<file path="config.mk">
export PLATFORM = sky130hd
export DESIGN_NAME = sarseq_sequencer
export DESIGN_NICKNAME = d
export VERILOG_FILES = /design/src/sarseq_pkg.sv /design/src/sarseq_pin_sync.sv /design/src/sarseq_wait_timer.sv /design/src/sarseq_sequencer.sv
export VERILOG_INCLUDE_DIRS = /design/src
export SDC_FILE = /design/constraint.sdc
export NUM_CORES = 1
export LEC_CHECK = 0
export ABC_CLOCK_PERIOD_IN_PS = 5930
export BUFFER_PORTS_ARGS = -buffer_cell sky130_fd_sc_hd__buf_2
export CAP_MARGIN = 20
export CORE_MARGIN = 2
export CORE_UTILIZATION = 55
export CTS_BUF_LIST = sky130_fd_sc_hd__clkbuf_4 sky130_fd_sc_hd__clkbuf_8 sky130_fd_sc_hd__clkbuf_16
export CTS_CLUSTER_SIZE = 30
export DETAILED_ROUTE_END_ITERATION = 10
export GPL_TIMING_DRIVEN = 0
export PLACE_DENSITY = 0.76
export RECOVER_POWER = 50
export SYNTH_ARGS = -nofsm -noshare
export SYNTH_HDL_FRONTEND = slang
export SYNTH_HIERARCHICAL = 1
export SYNTH_SLANG_ARGS = --single-unit
</file>
<file path="constraint.sdc">
create_clock -name clk -period 5.93 [get_ports clk]
set_clock_uncertainty 0.15 [all_clocks]
set_input_delay 0.8895 -clock clk [delete_from_list [all_inputs] [get_ports clk]]
set_output_delay 0.8895 -clock clk [all_outputs]
set_load 0.01 [all_outputs]
</file>
<file path="src/sarseq_defines.svh">
`ifndef SARSEQ_DEFINES_SVH
`define SARSEQ_DEFINES_SVH

// ----------------------------------------
// Converter geometry and codes
// ----------------------------------------
`define SARSEQ_BITS 16
`define SARSEQ_MSB_INDEX 4'hF
`define SARSEQ_CODE_ZERO 16'h0000
`define SARSEQ_CODE_FULL 16'hFFFF
`define SARSEQ_CODE_MID 16'h8000

// ----------------------------------------
// Timing (clock 200 MHz)
// ----------------------------------------
`define SARSEQ_CLK_MHZ 200
// Settling after opening the ground switches, in ns.
`define SARSEQ_OPEN_NS 10
`define SARSEQ_OPEN_CYC ((`SARSEQ_OPEN_NS * `SARSEQ_CLK_MHZ + 999) / 1000)
// Comparator settling per search step, in ns.
`define SARSEQ_STEP_NS 20
`define SARSEQ_STEP_CYC ((`SARSEQ_STEP_NS * `SARSEQ_CLK_MHZ + 999) / 1000)
// Shortest time back in acquisition before a new start is honoured, in ns.
`define SARSEQ_ACQ_NS 100
`define SARSEQ_ACQ_CYC ((`SARSEQ_ACQ_NS * `SARSEQ_CLK_MHZ + 999) / 1000)

`endif

</file>
<file path="src/sarseq_pkg.sv">
package sarseq_pkg;

	// ----------------------------------------
	// Sequencer phases
	// ----------------------------------------
	typedef enum logic [2:0] {
		SARSEQ_ACQUIRE,
		SARSEQ_OPEN_GND,
		SARSEQ_HOLD,
		SARSEQ_SEARCH,
		SARSEQ_DONE
	} sarseq_state_e;

	typedef logic [15:0] sarseq_code_t;

endpackage : sarseq_pkg

</file>
<file path="src/sarseq_pin_sync.sv">
`timescale 1ns/1ps
`default_nettype none
`include "sarseq_defines.svh"

// ----------------------------------------
// Three-stage pin synchroniser with agreement filter
// ----------------------------------------
module sarseq_pin_sync (
	input wire logic clk,
	input wire logic reset_n,
	input wire logic pin,
	output logic level,
	output logic rise
);

	logic s1_ff;
	logic s2_ff;
	logic s3_ff;
	logic level_ff;
	logic agree;
	logic nxt_level;

	// Only the second and third stages are compared; the first is metastability guard.
	assign agree = (s2_ff == s3_ff);
	assign nxt_level = agree ? s3_ff : level_ff;
	assign level = level_ff;
	assign rise = agree && s3_ff && !level_ff;

	// Shift chain and filtered level.
	always_ff @(posedge clk or negedge reset_n) begin
		if (!reset_n) begin
			s1_ff <= 1'b0;
			s2_ff <= 1'b0;
			s3_ff <= 1'b0;
			level_ff <= 1'b0;
		end else begin
			s1_ff <= pin;
			s2_ff <= s1_ff;
			s3_ff <= s2_ff;
			level_ff <= nxt_level;
		end
	end

endmodule : sarseq_pin_sync
`default_nettype wire

</file>
<file path="src/sarseq_wait_timer.sv">
`timescale 1ns/1ps
`default_nettype none

// ----------------------------------------
// Small reloadable down-counter
// ----------------------------------------
module sarseq_wait_timer (
	input wire logic clk,
	input wire logic reset_n,
	input wire logic load,
	input wire logic [7:0] count,
	output logic expired
);

	logic [7:0] cnt_ff;
	logic [7:0] nxt_cnt;

	// Load with the count; expired once it reaches zero.
	assign nxt_cnt = load ? count : ((cnt_ff != 8'h00) ? cnt_ff - 8'h01 : 8'h00);
	// Expired looks at the register only; the load is decided from expired, so gating it would close a loop.
	assign expired = (cnt_ff == 8'h00);

	always_ff @(posedge clk or negedge reset_n) begin
		if (!reset_n) begin
			cnt_ff <= 8'h00;
		end else begin
			cnt_ff <= nxt_cnt;
		end
	end

endmodule : sarseq_wait_timer
`default_nettype wire

</file>
<file path="src/sarseq_sequencer.sv">
// Functional notes
// Start only on rising edge after acquisition.
// Acquire: ground switches closed, arrays on inputs.
// Open ground switches, then arrays to ground.
// Sixteen-step binary search, MSB first.
// Keep bit if comparator not exceeded.
// After search: acquire, output code, busy pulse.
// Sequence from own clock, no serial clock.
// Result belongs to its own conversion start.
// Power down between conversions, 1 MSPS capable.
// Straight unsigned binary output code.
// Overrange gives FFFF, underrange gives 0000.
// Started conversion ignores later start levels.
`timescale 1ns/1ps
`default_nettype none
`include "sarseq_defines.svh"

module sarseq_sequencer
	import sarseq_pkg::*;
(
	input wire logic clk,
	input wire logic reset_n,
	input wire logic convert_start,
	input wire logic comp_exceeded,
	output logic pos_array_ground_switch,
	output logic neg_array_ground_switch,
	output logic arrays_on_inputs,
	output logic [15:0] element_on_ref,
	output logic converter_powered,
	output logic busy,
	output logic done_pulse,
	output logic [15:0] result
);

	// ----------------------------------------
	// Start edge from the pin
	// ----------------------------------------
	logic start_rise;

	sarseq_pin_sync u_start_sync (
		.clk(clk),
		.reset_n(reset_n),
		.pin(convert_start),
		.level(),
		.rise(start_rise)
	);

	// ----------------------------------------
	// State and datapath registers
	// ----------------------------------------
	sarseq_state_e state_ff;
	sarseq_state_e nxt_state;
	logic [3:0] bit_ff;
	logic [3:0] nxt_bit;
	logic [15:0] trial_ff;
	logic [15:0] nxt_trial;
	sarseq_code_t result_ff;
	sarseq_code_t nxt_result;
	logic done_ff;
	logic timer_load;
	logic [7:0] timer_count;
	logic timer_expired;

	sarseq_wait_timer u_timer (
		.clk(clk),
		.reset_n(reset_n),
		.load(timer_load),
		.count(timer_count),
		.expired(timer_expired)
	);

	// ----------------------------------------
	// Decode of phases and the trial bit
	// ----------------------------------------
	logic in_acquire;
	logic acq_ready;
	logic step_done;
	logic last_step;
	logic [15:0] bit_mask;
	logic [15:0] decided;

	assign in_acquire = (state_ff == SARSEQ_ACQUIRE);
	// Acquisition is complete only once the minimum tracking time has passed.
	assign acq_ready = in_acquire && timer_expired;
	assign step_done = (state_ff == SARSEQ_SEARCH) && timer_expired;
	assign last_step = (bit_ff == 4'h0);
	assign bit_mask = 16'h0001 << bit_ff;
	// Keep the element on reference only when the comparator is not exceeded.
	assign decided = comp_exceeded ? (trial_ff & ~bit_mask) : trial_ff;

	// ----------------------------------------
	// Next-state logic
	// ----------------------------------------
	// The start pin is read only in acquisition, so later levels cannot abort.
	always_comb begin
		nxt_state = state_ff;
		nxt_bit = bit_ff;
		nxt_trial = trial_ff;
		nxt_result = result_ff;
		timer_load = 1'b0;
		timer_count = 8'h00;
		case (state_ff)
			SARSEQ_ACQUIRE: begin
				if (acq_ready && start_rise) begin
					nxt_state = SARSEQ_OPEN_GND;
					timer_load = 1'b1;
					timer_count = 8'(`SARSEQ_OPEN_CYC);
				end
			end
			SARSEQ_OPEN_GND: begin
				// Ground switches open first, arrays move only after the gap.
				if (timer_expired) begin
					nxt_state = SARSEQ_HOLD;
				end
			end
			SARSEQ_HOLD: begin
				// Arrays are now on ground; load MSB trial.
				nxt_state = SARSEQ_SEARCH;
				nxt_bit = `SARSEQ_MSB_INDEX;
				nxt_trial = `SARSEQ_CODE_MID;
				timer_load = 1'b1;
				timer_count = 8'(`SARSEQ_STEP_CYC);
			end
			SARSEQ_SEARCH: begin
				if (step_done) begin
					if (last_step) begin
						nxt_state = SARSEQ_DONE;
						nxt_trial = decided;
					end else begin
						nxt_bit = bit_ff - 4'h1;
						nxt_trial = decided | (bit_mask >> 1);
						timer_load = 1'b1;
						timer_count = 8'(`SARSEQ_STEP_CYC);
					end
				end
			end
			SARSEQ_DONE: begin
				// Saturation falls out of the search: all keeps give FFFF, none give 0000.
				nxt_result = trial_ff;
				nxt_state = SARSEQ_ACQUIRE;
				timer_load = 1'b1;
				timer_count = 8'(`SARSEQ_ACQ_CYC);
			end
			default: begin
				nxt_state = SARSEQ_ACQUIRE;
			end
		endcase
	end

	// ----------------------------------------
	// Registers, all on the internal clock only
	// ----------------------------------------
	// No serial clock enters here; steps are paced by the local timer.
	always_ff @(posedge clk or negedge reset_n) begin
		if (!reset_n) begin
			state_ff <= SARSEQ_ACQUIRE;
			bit_ff <= 4'h0;
			trial_ff <= 16'h0000;
			result_ff <= `SARSEQ_CODE_ZERO;
			done_ff <= 1'b0;
		end else begin
			state_ff <= nxt_state;
			bit_ff <= nxt_bit;
			trial_ff <= nxt_trial;
			result_ff <= nxt_result;
			done_ff <= (state_ff == SARSEQ_DONE);
		end
	end

	// ----------------------------------------
	// Switch drive and status
	// ----------------------------------------
	// Acquire: ground switches closed and arrays on the inputs.
	assign pos_array_ground_switch = in_acquire;
	assign neg_array_ground_switch = in_acquire;
	// Arrays leave the inputs only after the open-ground phase.
	assign arrays_on_inputs = in_acquire || (state_ff == SARSEQ_OPEN_GND);
	assign element_on_ref = (state_ff == SARSEQ_SEARCH) ? trial_ff : 16'h0000;
	// Comparator and array drivers sleep in acquisition, saving power.
	assign converter_powered = !in_acquire;
	assign busy = !in_acquire;
	assign done_pulse = done_ff;
	assign result = result_ff;

	// ----------------------------------------
	// Checks
	// ----------------------------------------
	property p_start_needs_edge;
		@(posedge clk) disable iff (!reset_n)
		in_acquire && !(acq_ready && start_rise) |=> in_acquire;
	endproperty
	a_start_needs_edge: assert property (p_start_needs_edge) else $error("Conversion began without start edge.");

	property p_acq_switches;
		@(posedge clk) disable iff (!reset_n)
		in_acquire |-> pos_array_ground_switch && neg_array_ground_switch && arrays_on_inputs;
	endproperty
	a_acq_switches: assert property (p_acq_switches) else $error("Acquisition switch setup wrong.");

	property p_open_before_move;
		@(posedge clk) disable iff (!reset_n)
		$fell(arrays_on_inputs) |-> $past(!pos_array_ground_switch) && !neg_array_ground_switch;
	endproperty
	a_open_before_move: assert property (p_open_before_move) else $error("Arrays moved before ground opened.");

	property p_msb_first;
		@(posedge clk) disable iff (!reset_n)
		state_ff == SARSEQ_HOLD |=> element_on_ref == 16'h8000 && bit_ff == 4'hF;
	endproperty
	a_msb_first: assert property (p_msb_first) else $error("Search did not start at MSB.");

	property p_drop_exceeded;
		@(posedge clk) disable iff (!reset_n)
		step_done && comp_exceeded && !last_step |=> (trial_ff & ($past(bit_mask))) == 16'h0000;
	endproperty
	a_drop_exceeded: assert property (p_drop_exceeded) else $error("Exceeded bit was kept.");

	property p_done_returns;
		@(posedge clk) disable iff (!reset_n)
		state_ff == SARSEQ_DONE |=> in_acquire && done_pulse && result == $past(trial_ff);
	endproperty
	a_done_returns: assert property (p_done_returns) else $error("Completion sequence wrong.");

	property p_ignore_start;
		@(posedge clk) disable iff (!reset_n)
		state_ff == SARSEQ_SEARCH && !step_done |=> state_ff == SARSEQ_SEARCH;
	endproperty
	a_ignore_start: assert property (p_ignore_start) else $error("Conversion aborted early.");

	property p_power_down;
		@(posedge clk) disable iff (!reset_n)
		in_acquire |-> !converter_powered && element_on_ref == 16'h0000;
	endproperty
	a_power_down: assert property (p_power_down) else $error("Powered during acquisition.");

	// ----------------------------------------
	// Sequence and timing checks
	// ----------------------------------------
	property p_acq_window;
		@(posedge clk) disable iff (!reset_n)
		in_acquire && !timer_expired |=> in_acquire;
	endproperty
	a_acq_window: assert property (p_acq_window) else $error("Start honoured before acquisition ended.");

	property p_open_gap;
		@(posedge clk) disable iff (!reset_n)
		state_ff == SARSEQ_OPEN_GND |-> !pos_array_ground_switch && !neg_array_ground_switch && arrays_on_inputs;
	endproperty
	a_open_gap: assert property (p_open_gap) else $error("Open-ground phase switch setup wrong.");

	// The gap is three cycles with the open count of two; retune this if that count changes.
	property p_open_len;
		@(posedge clk) disable iff (!reset_n)
		$rose(busy) |-> arrays_on_inputs [*3] ##1 !arrays_on_inputs;
	endproperty
	a_open_len: assert property (p_open_len) else $error("Arrays left inputs at the wrong time.");

	// Sixteen steps of five cycles each, plus the hold cycle.
	property p_search_len;
		@(posedge clk) disable iff (!reset_n)
		$fell(arrays_on_inputs) |-> ##81 state_ff == SARSEQ_DONE;
	endproperty
	a_search_len: assert property (p_search_len) else $error("Search did not take sixteen steps.");

	property p_keep_fit;
		@(posedge clk) disable iff (!reset_n)
		step_done && !comp_exceeded |=> (trial_ff & $past(bit_mask)) != 16'h0000;
	endproperty
	a_keep_fit: assert property (p_keep_fit) else $error("Fitting bit was dropped.");

	property p_one_done;
		@(posedge clk) disable iff (!reset_n)
		done_pulse |=> !done_pulse;
	endproperty
	a_one_done: assert property (p_one_done) else $error("Completion pulse longer than one cycle.");

	property p_busy_ends;
		@(posedge clk) disable iff (!reset_n)
		$fell(busy) |-> done_pulse && in_acquire;
	endproperty
	a_busy_ends: assert property (p_busy_ends) else $error("Busy ended without completion.");

	property p_step_pace;
		@(posedge clk) disable iff (!reset_n)
		state_ff == SARSEQ_HOLD |=> !step_done [*4] ##1 step_done;
	endproperty
	a_step_pace: assert property (p_step_pace) else $error("Step not paced by the local timer.");

	property p_result_holds;
		@(posedge clk) disable iff (!reset_n)
		!done_pulse |-> $stable(result);
	endproperty
	a_result_holds: assert property (p_result_holds) else $error("Result changed outside completion.");

	property p_start_refused;
		@(posedge clk) disable iff (!reset_n)
		(state_ff == SARSEQ_SEARCH || state_ff == SARSEQ_DONE) && start_rise |=> state_ff != SARSEQ_OPEN_GND;
	endproperty
	a_start_refused: assert property (p_start_refused) else $error("Start edge restarted a conversion.");

	c_start: cover property (@(posedge clk) disable iff (!reset_n) start_rise && acq_ready);
	c_full: cover property (@(posedge clk) disable iff (!reset_n) done_pulse && result == 16'hFFFF);
	c_zero: cover property (@(posedge clk) disable iff (!reset_n) done_pulse && result == 16'h0000);
	c_early: cover property (@(posedge clk) disable iff (!reset_n) in_acquire && !timer_expired && start_rise);
	c_refused: cover property (@(posedge clk) disable iff (!reset_n) state_ff == SARSEQ_SEARCH && start_rise);

endmodule : sarseq_sequencer
`default_nettype wire

</file>
==> reports/summary.txt, run 1 <==
Placer Congestion: 0.897
DRC violations left: 0
Via density: 5.67
YS warnings: 6
CTS sink count: 52
Startpoint types: flop
Post-layout util: 65.6%
Worst Max-Slew Pin Slew: 1.70 ns
Post-CTS setup buffers: 0
Crit-path cells: or4_4, nor3_4, buf_2, a21oi_1, or2_2, a31oi_1, clkbuf_1, o31ai_1
R2R Path Start: u_timer/cnt_ff[3]
CP max-delay cell: or4_4
FMAX: 0.307 GHz
Post-route ant nets: 0
Pre-Repair DR Iteration Count: 4
R2R Path End: u_timer/cnt_ff[4]
Area post-placement: 3130 sq um
Final worst slack: 2.67 ns
WHS Path Cells: 0
Multi-input gate area: 1290 sq um
Critical path peak fanout: 10
First-pass GRT wire length: 9940 um
CTS Buf Count: 5
Pins Over Slew Limit: 9
Synthesized area: 2800 sq um
Initial antenna violation count: 0
Max Cap Violations: 1
Clk slew on worst S/H paths: 0.09 ns
Reg2Reg Depth: 8
Initial Utilization: 58.2%
# fillers: 434
Post-synth ARST share: 100%
Vias in the first global route: 2,080
Post-cts repair resize count: 0
Endpoints failing setup: 0
Area delta synth->final: 12.7%
Synth top area share: 46.4%
Clock buffer depth: 2
Rows: 25
CP max stage delay: 0.58 ns
Crit path kind: flop to flop
Most used DFF post-synth: dfrtp_1
CTS tree: yes
Hold Path End: u_start_sync/s2_ff
Worst ir drop on vdd: 0.161 mV
Chip height: 75.4 um
Fin nets: 332
Worst Min Path Start: u_start_sync/s1_ff
Simple-Gate Fraction of Synth Area: 18.8%
Min cycle time layout: 3.26 ns
All-Layer GR Usage: 23.4%
Final Cycle Share: 55.0%
FF+latch count, synth: 52
Largest family of logic cells by synthesized area: simple AND/OR/NAND/NOR gates
Port Buf Inserts: 41
Wirelength per Cell: 15.2 um
Dpl ws: 2.75 ns
Post-DP HPWL: 4260 um
Worst reg-to-reg setup slack: 2.67 ns
Die area: 5680 sq um
Largest net degree at the start of global routing: 30
Critical Path Sink Type: flop
GRT overflow: 0
Count leader, synth: dfrtp_1
Final TNS setup: 0 ns
Post-synthesis mux area share: 8.04%
I/O pin count: 42
Violated checks: max-capacitance violations, max-slew violations
Post-Syn Instances: 267
Core Region: 4820 sq um
WL final: 5900 um
Initial drt markers: 85
Root buffer cell: clkbuf_8
Layout cells sized above 1: 22.5%
Ant. Diodes: 0
CTS Hold Buffers Added: 0
Synth cell count leaders: dfrtp_1 (52), inv_1 (22), a211oi_1 (16), and2_1 (16), nand2_1 (15)
Design Area, Final: 3160 sq um
Compound-Gate Fraction of Synth Area: 14.5%
XOR/XNOR share of the synthesized area: 0.938%
CP Buf/Inv Count: 2
Lkg Pwr: 1.54 nW
Post-synth top area cell: dfrtp_1
Critical path data arrival time: 3.28 ns
Area contributors post-synth: dfrtp_1 (46%), mux2_4 (4.8%), a211oi_1 (4.3%)
CP required: 5.94 ns
Crit path max-delay family: simple AND/OR/NAND/NOR gates
Power Density: 224 nW/um^2
Final hold slack: 0.207 ns
Slew HR: -13.9%
Synth unique cells: 47
Final Hold Violating Endpoints: 0
Clock latency on the worst-skew pair: 0.29 ns
Final non-filler cell total: 387
RSZ-0062 raised after global routing: false
Seq/Total Area, Yosys: 46.4%
H-tree depth: 2
Hold Crit Class: flop to flop
Chip Width: 75.4 um
Reg area: 1300 sq um
Adder-Cell Fraction of Synth Area: 3.57%
Post-synth EDFFs: 0
Outcome: finished, violations left
Mean post-synth cell area: 10.5 sq um
Placed Cells incl. Taps: 380
Via count: 2,196
Final Total Pwr: 0.707 mW
==> worst max path at each step <==
stage	startpoint	slack (ns)	depth (start not counted)	endpoint
after detailed placement	u_timer/cnt_ff[3]	2.75	8	u_timer/cnt_ff[4]
after floorplan	u_timer/cnt_ff[3]	3.19	8	u_timer/cnt_ff[1]
after CTS	u_timer/cnt_ff[3]	2.73	9	u_timer/cnt_ff[4]
final	u_timer/cnt_ff[3]	2.67	8	u_timer/cnt_ff[4]
after global placement	u_timer/cnt_ff[3]	2.80	8	u_timer/cnt_ff[1]
after global routing	reset_n	2.44	2	done_pulse
==> cell type report <==
cell class | instances | share of cell area, %
plain buffers | 22 | 3.96
clock buffers | 6 | 2.42
clock inverters | 1 | 0.158
inverters | 23 | 2.73
multi-input cells | 174 | 40.8
flip-flops and latches | 52 | 41.2
well taps | 67 | 2.65
repair buffers | 42 | 6.06
==> kinds of logic after synthesis <==
group	Yosys count
AO/OA/AOI/OAI	58
AND/OR/NAND/NOR	83
XOR/XNOR	3
buffers and inverters	45
adder cells (fa/ha/maj)	8
flip-flops	52
multiplexers	17
other	1
==> power breakdown <==
part / switching (mW) / internal (mW)
sequential: 0.0247 / 0.378
combinational: 0.0602 / 0.0509
clock: 0.108 / 0.0851
==> routing by layer <==
metal  part of all wire, %  global-route usage [%]  wire [um]  vias up
met2                    46                    35.8       2740       68
li1                      -                       -          -     1057
met3                   6.8                    5.29        402        6
met1                    46                    33.4       2700     1065
met4                   1.0                    7.21         60        0
met5                     0                       0          0        -
==> state kept, by name, summed over array words and instances (netlist names) <==
signal              flops
u_start_sync/s3_ff      1
u_start_sync/level      1
u_start_sync/s2_ff      1
trial_ff               16
u_timer/cnt_ff          8
done_pulse              1
bit_ff                  4
state_ff                3
result                 16
u_start_sync/s1_ff      1
==> cells in the final DEF (no fill, tap or decap), types with 2 or more instances in the layout <==
cell | netlist | final
ha_1 | 8 | 8
nand4_1 | 4 | 4
nor3_1 | 4 | 5
nor3b_1 | 2 | 2
xnor2_1 | 3 | 3
nor2b_1 | 2 | 2
buf_2 | 12 | 39
clkbuf_1 | 6 | 21
and2_1 | 16 | 16
conb_1 | 1 | 5
nand3_1 | 3 | 3
a211oi_1 | 16 | 16
mux2_4 | 9 | 8
nand2b_1 | 4 | 4
clkbuf_8 | 0 | 5
o41ai_1 | 2 | 2
a31oi_1 | 6 | 6
nor2_1 | 10 | 10
o22ai_1 | 14 | 14
o31ai_1 | 5 | 5
inv_1 | 22 | 23
and3_1 | 2 | 2
dfrtp_1 | 52 | 52
mux2_2 | 8 | 8
a21oi_1 | 5 | 5
nand4b_1 | 8 | 8
nand4bb_1 | 3 | 3
a21o_1 | 3 | 3
nand2_1 | 15 | 15
buf_4 | 3 | 3
(Power assumes the default switching activity.)
==> run 2, diff against run 1 <==
ABC_AREA = 1   (was not set)
ABC_CLOCK_PERIOD_IN_PS = 2900   (was 5930)
CORE_UTILIZATION = 51   (was 55)
PLACE_DENSITY = 0.74   (was 0.76)
clock period = 2.9 ns   (was 5.93 ns; I/O delays follow)
==> run 2 against run 1 <==
Net effect:
- the flow now finishes without violations
- clock-buffer cell count rose by 1
- worst hold slack got worse by 0.12 ns
- critical path depth up 2
- fmax grew 45%
- critical endpoint is now u_timer/cnt_ff[2]
- die area increased by 11%
- register-to-register slack lost 2.0 ns
==> reports/summary.txt, run 2 <==
CTS sink count: 52
Clock buffer depth: 2
Via count: 2,479
Final hold slack: 0.0911 ns
CP max-delay cell: dfrtp_1
Max Cap Violations: 0
Synth unique cells: 32
Post-route ant nets: 0
DRC violations left: 0
Chip height: 79.3 um
Leading cell type in the layout, fill and taps excluded: nand2_1
Initial Utilization: 52.5%
Worst Max-Slew Pin Slew: 1.25 ns
FMAX: 0.446 GHz
Post-synth EDFFs: 0
Comb power frac: 2.5%
Chip Width: 79.3 um
Final TNS setup: 0 ns
Synth top area share: 45.0%
Vias in the first global route: 2,342
RSZ-0062 raised after global routing: false
Clk slew on worst S/H paths: 0.09 ns
CP required: 2.94 ns
First-pass GRT wire length: 10,500 um
Met3 GRT Util: 3.75%
CTS Buf Count: 5
Clock latency on the worst-skew pair: 0.30 ns
Area contributors post-synth: dfrtp_1 (45%), nand2_1 (15%), nand3_1 (5.9%)
Layout cells sized above 1: 17.6%
Final Cycle Share: 77.4%
Power Density: 361 nW/um^2
Placer Congestion: 0.895
Commonest non-fill, non-tap cells in the layout: nand2_1 (114), dfrtp_1 (52), inv_1 (38)
Synthesized area: 2890 sq um
CTS tree: yes
Critical path data arrival time: 2.28 ns
CP Launch Point: u_timer/cnt_ff[0]
WL final: 6030 um
Pre-Repair DR Iteration Count: 4
Root buffer cell: clkbuf_8
Worst Min Path Start: convert_start
Post-Syn Instances: 371
Core Region: 5510 sq um
Placed Cells incl. Taps: 489
Area delta synth->final: 14.5%
I/O pin count: 42
Rows: 27
H-tree depth: 2
Critical path peak fanout: 10
Switching Fraction: 21.3%
Crit-path cells: inv_1, ha_1, nand3_1, nor2_4, buf_2, nand3_2, nand4_1, buf_4, o21bai_2, o21ai_0
Initial antenna violation count: 0
Min cycle time layout: 2.24 ns
Seq/Total Area, Yosys: 45.0%
Final non-filler cell total: 498
CP max stage delay: 0.38 ns
Reg power frac: 61.2%
Final Hold Violating Endpoints: 0
Busiest grt layer: met2
Outcome: finished clean
Die area: 6290 sq um
Most used DFF post-synth: dfrtp_1
Slew HR: 17.0%
GRT overflow: 0
All-Layer GR Usage: 20.9%
Worst ir drop on vdd: 0.204 mV
Via density: 4.98
Lkg Pwr: 1.75 nW
Routing usage on met2: 35.2%
Clock power share: 36.4%
Net Switching: 0.254 mW
Initial drt markers: 167
Crit path max-delay family: simple AND/OR/NAND/NOR gates
CP Buf/Inv Count: 3
Mean post-synth cell area: 7.79 sq um
Fin nets: 437
Int Pwr: 0.940 mW
Met1 usage: 28.2%
Ant. Diodes: 0
Post-synth ARST share: 100%
Post-DP HPWL: 4490 um
YS warnings: 6
Post-synth top area cell: dfrtp_1
Post-cts repair resize count: 0
Post-layout util: 60.1%
Synth cell count leaders: nand2_1 (114), dfrtp_1 (52), inv_1 (38)
Critical Path Sink Type: flop
Crit path kind: flop to flop
Wirelength per Cell: 12.1 um
Port Buf Inserts: 41
Largest net degree at the start of global routing: 33
Hold Crit Class: input port to flop
Pins Over Slew Limit: 0
Startpoint types: flop
R2R Path Start: u_timer/cnt_ff[0]
Count leader, synth: nand2_1
FF+latch count, synth: 52
Endpoints failing setup: 0
==> run 2: logic make-up (layout without fill, tap and decap cells) <==
group | count (synthesis) | after routing | share of synthesized area [%]
simple gates | 218 | 218 | 34.9
buf+inv | 57 | 108 | 9.39
flops | 52 | 52 | 45.0
compound gates | 33 | 33 | 6.45
fa+ha+maj | 8 | 8 | 3.46
xor+xnor | 2 | 2 | 0.606
other cells | 1 | 5 | 0.130
==> run 2: per-layer routing <==
metal,wire length [um],vias to the layer above
met5,0,-
met4,45,0
met3,283,5
met2,2850,56
met1,2860,1153
li1,-,1265
==> run 2: what timing repair did <==
action,4_1_cts,5_1_grt
hold buffers,1,0
endpoints found under the setup margin,0,0
hold endpoints to repair,20,0
buffers inserted,0,0
==> run 2: path summary, 6_finish.rpt <==
path / to / slack (ns) / cells past startpoint
max: u_timer/cnt_ff[2] / 0.66 / 10
min in group asynchronous: result[1] / 0.76 / 2
max reg2reg: u_timer/cnt_ff[2] / 0.66 / 10
min reg2reg: u_start_sync/s2_ff / 0.21 / 0
max in group asynchronous: result[14] / 1.07 / 3
min: u_start_sync/s1_ff / 0.09 / 1
==> run 2: power groups by stage <==
stage | registers [mW] | logic, mW | clock network (mW)
floorplan | 0.745 | 0.00730 | 0
CTS | 0.730 | 0.0308 | 0.452
global placement | 0.745 | 0.0258 | 0
detailed placement | 0.745 | 0.0298 | 0
finish | 0.731 | 0.0294 | 0.434
global route | 0.731 | 0.0359 | 0.469
==> run 2: final cells by class <==
type,count,area (sq um)
Timing Repair Buffer,43,215
Tap cell,72,90.1
Sequential cell,52,1300
Inverter,41,156
Clock inverter,1,7.51
Clock buffer,7,90.1
Buffer,16,115
Multi-Input combinational cell,266,1330
Fill cell,518,2200
==> run 2: through the flow <==
| stage | area (sq um) | setup WS, ns | total power, mW |
|---|---|---|---|
| CTS | 3330 | 0.673 | 1.21 |
| global route | 3310 | 0.489 | 1.24 |
| detailed placement | 3220 | 0.690 | 0.775 |
| floorplan | 2910 | 0.921 | 0.752 |
| global placement | 3200 | 0.698 | 0.771 |
| finish | 3310 | 0.657 | 1.19 |
